### src/rtl/ccmg_pkg.sv
// Package with command codes, carriers and constants for the cooling-curve mode gate.
package ccmg_pkg;

  typedef enum logic [1:0] {
    CCMG_OP_MODE_SELECT = 2'b00,
    CCMG_OP_RUN_START   = 2'b01,
    CCMG_OP_CC_OTHER    = 2'b10,
    CCMG_OP_GENERAL     = 2'b11
  } ccmg_op_t;

  typedef struct packed {
    ccmg_op_t op;
    logic     query;
    logic     has_param;
    logic     param_on;
  } ccmg_cmd_t;

  typedef struct packed {
    logic accepted;
    logic refused;
    logic invalid;
    logic has_reply;
    logic reply_bit;
  } ccmg_rsp_t;

  localparam logic       CCMG_MODE_RESET = 1'b0;
  localparam logic [7:0] CCMG_REPLY_NORMAL = 8'h30;
  localparam logic [7:0] CCMG_REPLY_CCURVE = 8'h31;

endpackage

### src/rtl/ccmg_top.sv
// Cooling-curve mode gate: holds the mode flag and answers each command.
`timescale 1ns/1ps
module ccmg_top
  import ccmg_pkg::*;
(
  input  wire logic       mclk_in,
  input  wire logic       resetn_in,
  input  wire logic       cmd_valid_in,
  input  wire ccmg_cmd_t  cmd_in,
  output logic            rsp_valid_out,
  output ccmg_rsp_t       rsp_out,
  output logic [7:0]      reply_char_out,
  output logic            mode_out,
  output logic            menu_show_out,
  output logic            run_start_out,
  output logic            general_exec_out
);

  logic      mode_r;
  logic      rsp_valid_r;
  ccmg_rsp_t rsp_r;
  logic [7:0] reply_r;
  logic      start_r;
  logic      gen_r;
  ccmg_rsp_t dec_rsp;
  logic      mode_nxt;
  logic      start_nxt;

  ccmg_decode u_decode (
    .cmd_in        (cmd_in),
    .mode_in       (mode_r),
    .rsp_out       (dec_rsp),
    .mode_nxt_out  (mode_nxt),
    .run_start_out (start_nxt)
  );

  wire gen_nxt = cmd_valid_in && dec_rsp.accepted && (cmd_in.op == CCMG_OP_GENERAL);

  always_ff @(posedge mclk_in or negedge resetn_in) begin
    if (!resetn_in) begin
      mode_r      <= CCMG_MODE_RESET;
      rsp_valid_r <= 1'b0;
      rsp_r       <= '0;
      reply_r     <= 8'h00;
      start_r     <= 1'b0;
      gen_r       <= 1'b0;
    end else begin
      rsp_valid_r <= cmd_valid_in;
      start_r     <= cmd_valid_in && start_nxt;
      gen_r       <= gen_nxt;
      if (cmd_valid_in) begin
        mode_r  <= mode_nxt;
        rsp_r   <= dec_rsp;
        reply_r <= mode_r ? CCMG_REPLY_CCURVE : CCMG_REPLY_NORMAL;
      end
    end
  end

  assign rsp_valid_out    = rsp_valid_r;
  assign rsp_out          = rsp_r;
  assign reply_char_out   = reply_r;
  assign mode_out         = mode_r;
  assign menu_show_out    = mode_r;
  assign run_start_out    = start_r;
  assign general_exec_out = gen_r;
endmodule

### src/rtl/ccmg_decode.sv
// Combinational classifier of one incoming command against the current mode.
`timescale 1ns/1ps
module ccmg_decode
  import ccmg_pkg::*;
(
  input  wire ccmg_cmd_t cmd_in,
  input  wire logic      mode_in,
  output wire ccmg_rsp_t rsp_out,
  output wire logic      mode_nxt_out,
  output wire logic      run_start_out
);

  wire is_sel   = (cmd_in.op == CCMG_OP_MODE_SELECT);
  wire is_start = (cmd_in.op == CCMG_OP_RUN_START);
  wire is_cc    = (cmd_in.op != CCMG_OP_GENERAL);
  wire bad_start = is_start && (cmd_in.query || cmd_in.has_param);
  wire bad_sel   = is_sel && !cmd_in.query && !cmd_in.has_param;
  wire invalid   = bad_start || bad_sel;
  wire refused   = !is_cc && mode_in;
  wire accepted  = !invalid && !refused;
  wire set_sel   = is_sel && !cmd_in.query && cmd_in.has_param;

  assign rsp_out.accepted  = accepted;
  assign rsp_out.refused   = refused;
  assign rsp_out.invalid   = invalid;
  assign rsp_out.has_reply = accepted && is_sel && cmd_in.query;
  assign rsp_out.reply_bit = mode_in;
  assign run_start_out     = accepted && is_start;

  // Explicit select writes the parameter, a select query only reports the mode.
  // Every other accepted cc command forces the mode on.
  assign mode_nxt_out = !accepted          ? mode_in :
                        set_sel            ? cmd_in.param_on :
                        (is_cc && !is_sel) ? 1'b1 :
                                             mode_in;

endmodule

### config.mk
export PLATFORM = sky130hd
export DESIGN_NAME = ccmg_top
export DESIGN_NICKNAME = d
export VERILOG_FILES = /design/src/rtl/ccmg_pkg.sv /design/src/rtl/ccmg_top.sv /design/src/rtl/ccmg_decode.sv
export SDC_FILE = /design/constraint.sdc
export NUM_CORES = 1
export LEC_CHECK = 0
export BUFFER_PORTS_ARGS = -buffer_cell sky130_fd_sc_hd__buf_4
export CAP_MARGIN = 20
export CORE_AREA = 5 5 42 44
export DETAILED_ROUTE_END_ITERATION = 10
export DIE_AREA = 0 0 47 49
export GPL_TIMING_DRIVEN = 0
export PLACE_DENSITY = 0.69
export SYNTH_ARGS = -nofsm -noshare
export SYNTH_HDL_FRONTEND = slang
export SYNTH_SLANG_ARGS = --single-unit
### constraint.sdc
create_clock -name mclk_in -period 2.7 [get_ports mclk_in]
set_clock_uncertainty 0.05 [all_clocks]
set_input_delay 0.81 -clock mclk_in [delete_from_list [all_inputs] [get_ports mclk_in]]
set_output_delay 0.81 -clock mclk_in [all_outputs]
set_load 0.01 [all_outputs]
Yosys cells after proc, flatten, opt, wreduce, memory -nomap -nowiden
Index checks and enable logic that the tools add are counted.

Muxes and demuxes: 3. Equality and inequality tests: 3. Reductions and logical operators: 24.

Operators by type and width (number): $logic_and A1 B1 Y1 (13); $logic_not A1 Y1 (6); $mux W1 (3); $reduce_and A3 Y1 (1); $eq A2 B1 Y1 const B (1); $eq A2 B2 Y1 const B (1); $logic_not A2 Y1 (1); $logic_or A1 B1 Y1 (2); $ne A2 B2 Y1 const B (1); $reduce_bool A2 Y1 (1).

Output and inout port bits: 18. Register bits after elaboration: 17.

Depth between registers and ports, before layout
Gate-level depths: netlist of the first run.

Depth in word-level cells: 8. Gate-level depth with buffers: 5. Gate-level depth less buffers: 5.

By module
Synthesis of the first run repeated with hierarchy kept, for this count alone.

Cells, all modules: 55. Area, all modules: 655.6 um^2.

By module, submodules not included: ccmg_top (cells each 30, times used 1, area an instance 471.7 um^2); ccmg_decode (cells each 25, times used 1, area an instance 183.9 um^2).

Worst setup path before layout of the first run
OpenSTA, ideal clock, no wires.

Path kind: input to register. Start point: in cmd_in[4] in the netlist's numbering. End point: reg rsp_r (netlist bit rsp_out[1]). Setup time: 0.122 ns. Cell stages on the path: 5. Path slack: 0.729 ns. Data arrival time: 1.800 ns. Cell sequence: inv_1 -> ha_1 -> or3b_4 -> and3_4 -> a32o_1.

Word-level cells in the longest chain between the ends: 8. Elaborated cells between the ends (all ways): 14. Those cells by class: eq/ne (2); reduce/logical (12).

Ends and longest elaborated chain: from (decl) (line ccmg_top.sv:9) `input wire ccmg_cmd_t cmd_in,`; $logic_not A2 Y1 (line ccmg_decode.sv:13) `wire is_sel = (cmd_in.op == CCMG_OP_MODE_SELECT);`; $logic_and A1 B1 Y1 (2 in series) (line ccmg_decode.sv:17) `wire bad_sel = is_sel && !cmd_in.query && !cmd_in.has_param;`; $logic_or A1 B1 Y1 (line ccmg_decode.sv:18) `wire invalid = bad_start || bad_sel;`; $logic_not A1 Y1 (line ccmg_decode.sv:20) `wire accepted = !invalid && !refused;`; $logic_and A1 B1 Y1 (line ccmg_decode.sv:20); $logic_and A1 B1 Y1 (*) (2 in series) (line ccmg_decode.sv:26) `assign rsp_out.has_reply = accepted && is_sel && cmd_in.query;`; to (signal assigned) (line ccmg_top.sv:53) `rsp_r <= dec_rsp;`; to (decl) (line ccmg_top.sv:21) `ccmg_rsp_t rsp_r;`.

Every way passes the cells marked *; elsewhere a longest branch is shown, timed or not. A chain may end at the register's enable or synchronous reset.

Final worst setup path of the first run
Same ends and word-level chain as after synthesis.

==> impl_metrics.json, run 1 <==
{
  "r2r_end": "menu_show_out",
  "hpwl_um": 799,
  "track_usage_pct": 10.3,
  "post-place-ws_ps": 534,
  "die_w_um": 47,
  "antenna_found_initial": 0,
  "clockRootBuffer": "clkbuf_4",
  "clk_pin_slew_ps": 70,
  "crit_end": "rsp_out[1]",
  "max_freq_mhz": 535,
  "port_buffers": 20,
  "synthCells": 45,
  "crit_required_ps": 2810,
  "r2r-start": "menu_show_out",
  "hold_slack_ps": 307,
  "overflow": 0,
  "vias": 394,
  "run_status": "finished, final reports clean",
  "yosys-top-cells-area": "dfrtp_1, buf_4, ha_1, inv_1, and2_2",
  "cp-start-kind": "primary input",
  "final.setup.tns_ps": 0,
  "wl_um": 973,
  "drv_cap": 0,
  "utilization_pct": 52.1,
  "worstSetupPathType": "in2reg",
  "die_area_um2": 2300,
  "cts_tree": "yes",
  "synth.distinct_cells": 20,
  "place.gp.congestion": 0.786,
  "io_pins": 26,
  "rows": 14,
  "avgSynthCellArea_um2": 11.3,
  "postCtsHoldBufs": 0,
  "path_cells": "buf_4 -> inv_1 -> ha_1 -> or3b_4 -> and3_4 -> a32o_1",
  "p_per_area_nw_per_um2": 498,
  "antenna_left": 0,
  "fin_ws_ps": 829,
  "hold_violations": 0,
  "insertion_delay_ps": 260,
  "first_iter_violations": 2,
  "htree_levels": 1,
  "synth_edf_count": 0,
  "finalSetupViolCount": 0,
  "drc_errors": 0,
  "area_growth_syn_to_layout_pct": 43.6,
  "syn_area_um2": 508,
  "numCtsBuffers": 3,
  "crit_path_start": "cmd_in[4]",
  "ir_worst_vdd_v": 0.000171,
  "end_kind": "register",
  "start_util_pct": 36.2,
  "cp_slowest_cell": "or3b_4",
  "drive_gt1_share_pct": 54.8,
  "netlist.area_leader.share_pct": 49.3,
  "finalPower_w": 0.000363,
  "grt_pass1_wl_mm": 1.61,
  "yosysSeqAreaShare_pct": 49.3,
  "synth_largest_area_cell": "dfrtp_1",
  "timing.final.crit_period_ps": 1870,
  "cp_slowest_stage_delay_ps": 390,
  "min_path_type": "in2async",
  "post_cts_resized": 0,
  "rr_worst_depth": 3,
  "diodes": 0,
  "layout_common_cells": "buf_4, dfrtp_1, inv_1, conb_1",
  "period_share_pct": 69.3,
  "r2r_slack_ps": 1490,
  "clock_sinks": 10,
  "vias_per_cell": 4.43,
  "post-cts-setup-buffers": 0,
  "post_drt_wl_per_cell_um": 10.9,
  "ys_ff_latch": 10,
  "synthFlopType": "dfrtp_1",
  "rsz0062_at_grt": "false",
  "die_h_um": 49,
  "ys_async_sr_fraction_pct": 100,
  "p_leak_nw": 0.389,
  "coreArea_um2": 1400,
  "grt_pass1_vias": 381,
  "arrival_ps": 1980,
  "cts.path.max_buffers": 2,
  "crit_path_max_fanout": 5,
  "firstDrtPassIters": 4,
  "layout_commonest_cell": "buf_4",
  "final_nets": 85,
  "yosysWarnings": 0,
  "slew_violations": 0,
  "grt_max_degree": 11
}
## logic make-up (layout without fill, tap and decap cells)
family,count (synthesis),after routing,share of synthesized area (%)
mux,1,1,2.22
simple gates,8,8,12.3
flops,10,10,49.3
fa+ha+maj,3,3,7.39
compound gates,8,8,11.8
other cells,1,5,0.738
buf+inv,14,38,16.3
## power by group
part	switching [W]	internal, W	total (W)
Sequential	0.00000548	0.000159	0.000164
Combinational	0.0000300	0.0000377	0.0000677
Clock	0.0000495	0.0000818	0.000131
## flip-flops by register name, indices dropped and copies added, names as in the netlist
signal	count
rsp_out	4
rsp_valid_out	1
reply_char_out	2
menu_show_out	1
run_start_out	1
general_exec_out	1
## layout make-up
cell class	count	area (µm²)
plain buffers	8	60.1
fillers	140	672
clock buffers	4	36.3
multi-input cells	25	190
well taps	16	20.0
repair buffers	20	150
flip-flops and latches	10	250
inverters	6	22.5
## cell usage after synthesis (all sizes together), types with 2 or more instances
| library cell | number |
|---|---|
| o21ai | 2 |
| inv | 6 |
| ha | 3 |
| dfrtp | 10 |
| buf | 8 |
| and2 | 2 |
## worst max-delay path, delay by kind of cell
family / cells / cell delay [ps]
AOI/OAI and AO/OA: 1 / 250
adders and majority gates: 1 / 170
buffers and inverters: 2 / 170
and+or+nand+nor: 2 / 570
## per-layer routing
metal / GRT usage, % / part of all wire (%) / routed length (µm) / up-vias
met1: 10.4 / 39 / 377 / 175
met3: 4.43 / 14 / 133 / 4
met2: 14.9 / 43 / 422 / 23
li1: - / - / - / 192
met5: 0 / 0 / 0 / -
met4: 9.68 / 4.0 / 39 / 0
## worst min-delay path by stage
stage / start / endpoint / slack (ps) / cells past startpoint
2_1_floorplan: resetn_in / general_exec_out / 460 / 0
3_3_place_gp: reply_char_out[4] / reply_char_out[4] / 430 / 1
3_5_place_dp: reply_char_out[4] / reply_char_out[4] / 440 / 1
4_1_cts: resetn_in / reply_char_out[4] / 300 / 1
5_1_grt: resetn_in / rsp_out[2] / 290 / 1
6_report: resetn_in / rsp_out[2] / 310 / 1
## through the flow
step                cell area (µm²)  cells
finish                          729     89
global route                    729     89
CTS                             729     89
detailed placement              693     85
global placement                693     85
floorplan                       523     49
Note: power is estimated with default switching activity, not from simulation.
==> inputs of run 2 (changes only) <==
Settings changed: CORE_AREA 5 5 42 44 to default, CORE_MARGIN from default to 5, CORE_UTILIZATION from default to 38, DIE_AREA 0 0 47 49 to default, PLACE_DENSITY 0.69 to 0.71.
Clock period 2.7 ns to 1.5 ns, I/O delays scaled along.
==> run 2 against run 1 <==
  * Critical path depth unchanged
  * Global-route usage down 0.95 points
  * Clock power grew 83%
  * Worst hold slack worse by 1.5 ps
  * First-iteration DRC count rose to 3.5 times the previous value
  * Register-to-register slack lost 1300 ps
  * Largest cell class unchanged
==> impl_metrics.json, run 2 (synthesis gave the netlist of run 1 again) <==
{
  "worstSetupPathType": "in2reg",
  "timing.final.crit_period_ps": 1450,
  "port_buffers": 20,
  "r2r_slack_ps": 190,
  "crit_required_ps": 1610,
  "cp-start-kind": "primary input",
  "max_freq_mhz": 688,
  "wl_um": 912,
  "met3_usage_pct": 3.52,
  "met1_usage_pct": 11.6,
  "hold_slack_ps": 306,
  "finalSetupViolCount": 0,
  "die_h_um": 46.6,
  "start_util_pct": 39.5,
  "antenna_left": 0,
  "layout_commonest_cell": "buf_4",
  "antenna_found_initial": 0,
  "p_leak_nw": 0.403,
  "clk_pin_slew_ps": 60,
  "post_cts_resized": 0,
  "insertion_delay_ps": 260,
  "run_status": "finished, final reports clean",
  "end_kind": "register",
  "fillerInstances": 110,
  "clock_sinks": 10,
  "vias_per_cell": 4.26,
  "ir_worst_vdd_v": 0.000451,
  "numCtsBuffers": 3,
  "final_cells": 91,
  "first_iter_violations": 7,
  "hold_violations": 0,
  "die_area_um2": 2170,
  "final_nets": 88,
  "hpwl_um": 741,
  "largest_reg_flops": 4,
  "dpl.cell_count": 84,
  "min_path_type": "in2reg",
  "coreArea_um2": 1280,
  "utilization_pct": 60.8,
  "arrival_ps": 1560,
  "finalPower_w": 0.000672,
  "grt_use_met2_pct": 12.9,
  "rows": 13,
  "drc_errors": 0,
  "io_pins": 26,
  "cts_tree": "yes",
  "cts.path.max_buffers": 2,
  "place.gp.congestion": 0.724,
  "post_drt_wl_per_cell_um": 10.0,
  "placed_cell_area_um2": 719,
  "rsz0062_at_grt": "false",
  "die_w_um": 46.6,
  "design_area_um2": 781,
  "clockRootBuffer": "clkbuf_4",
  "crit_path_max_fanout": 5,
  "area_growth_syn_to_layout_pct": 53.7,
  "slew_violations": 0,
  "hold_depth": 1,
  "grt_pass1_wl_mm": 1.37,
  "track_usage_pct": 9.35,
  "grt_max_degree": 11,
  "diodes": 0,
  "drv_cap": 0,
  "period_share_pct": 96.9,
  "htree_levels": 1,
  "vias": 388,
  "overflow": 0,
  "grt_pass1_vias": 325,
  "layout_common_cells": "buf_4, dfrtp_1, conb_1, inv_1, clkbuf_4",
  "drive_gt1_share_pct": 59.2,
  "rr_worst_depth": 4,
  "firstDrtPassIters": 5,
  "busiest_layer": "met2",
  "p_per_area_nw_per_um2": 861
}
-- run 2: layout make-up --
class,count,area (µm²),share of cell area (%)
Sequential cell,10,250,32.1
Multi-Input combinational cell,25,203,26.0
Timing Repair Buffer,23,175,22.4
Buffer,8,60.1,7.69
Inverter,6,37.5,4.81
Clock buffer,4,36.3,4.65
Tap cell,15,18.8,2.40
-- run 2: stage by stage --
step	TNS (ps)	setup slack, ps
floorplan	-31.6	-31.6
global placement	-876	-226
detailed placement	-935	-232
CTS	0	17.8
global route	0	5.17
finish	0	46.1
-- run 2: what timing repair did --
item / CTS / global route
endpoints found under the hold margin: 10 / 0
buffers inserted: 0 / 2
hold buffers: 1 / 0
endpoints found under the setup margin: 0 / 1
-- run 2: per-layer routing --
layer  wire (µm)  up-vias  share of wire (%)
met5           0        -                  0
met4          15        0                1.6
met3         114        2                 13
li1            -      201                  -
met1         361      164                 40
met2         420       21                 46
-- run 2: worst paths after layout --
| path | start | to |
|---|---|---|
| setup / recovery | cmd_in[4] | rsp_out[1] |
| max in group asynchronous | resetn_in | menu_show_out |
| hold / removal | cmd_valid_in | rsp_valid_out |
| min in group asynchronous | resetn_in | reply_char_out[4] |
| setup reg to reg | menu_show_out | menu_show_out |
| hold reg to reg | rsp_out[4] | rsp_out[4] |
-- run 2: worst max-delay path: stages --
cell	delay, ps
buf_4	140
inv_12	50
ha_4	120
or3b_4	380
and3_4	180
a32o_1	230
-- run 2: power breakdown --
| part | switching (W) | internal [W] | total (W) | leakage, nW |
|---|---|---|---|---|
| clock | 0.0000930 | 0.000147 | 0.000240 | 0.0210 |
| sequential | 0.00000899 | 0.000286 | 0.000295 | 0.117 |
| combinational | 0.0000603 | 0.0000772 | 0.000137 | 0.266 |
| total | 0.000162 | 0.000510 | 0.000672 | 0.403 |
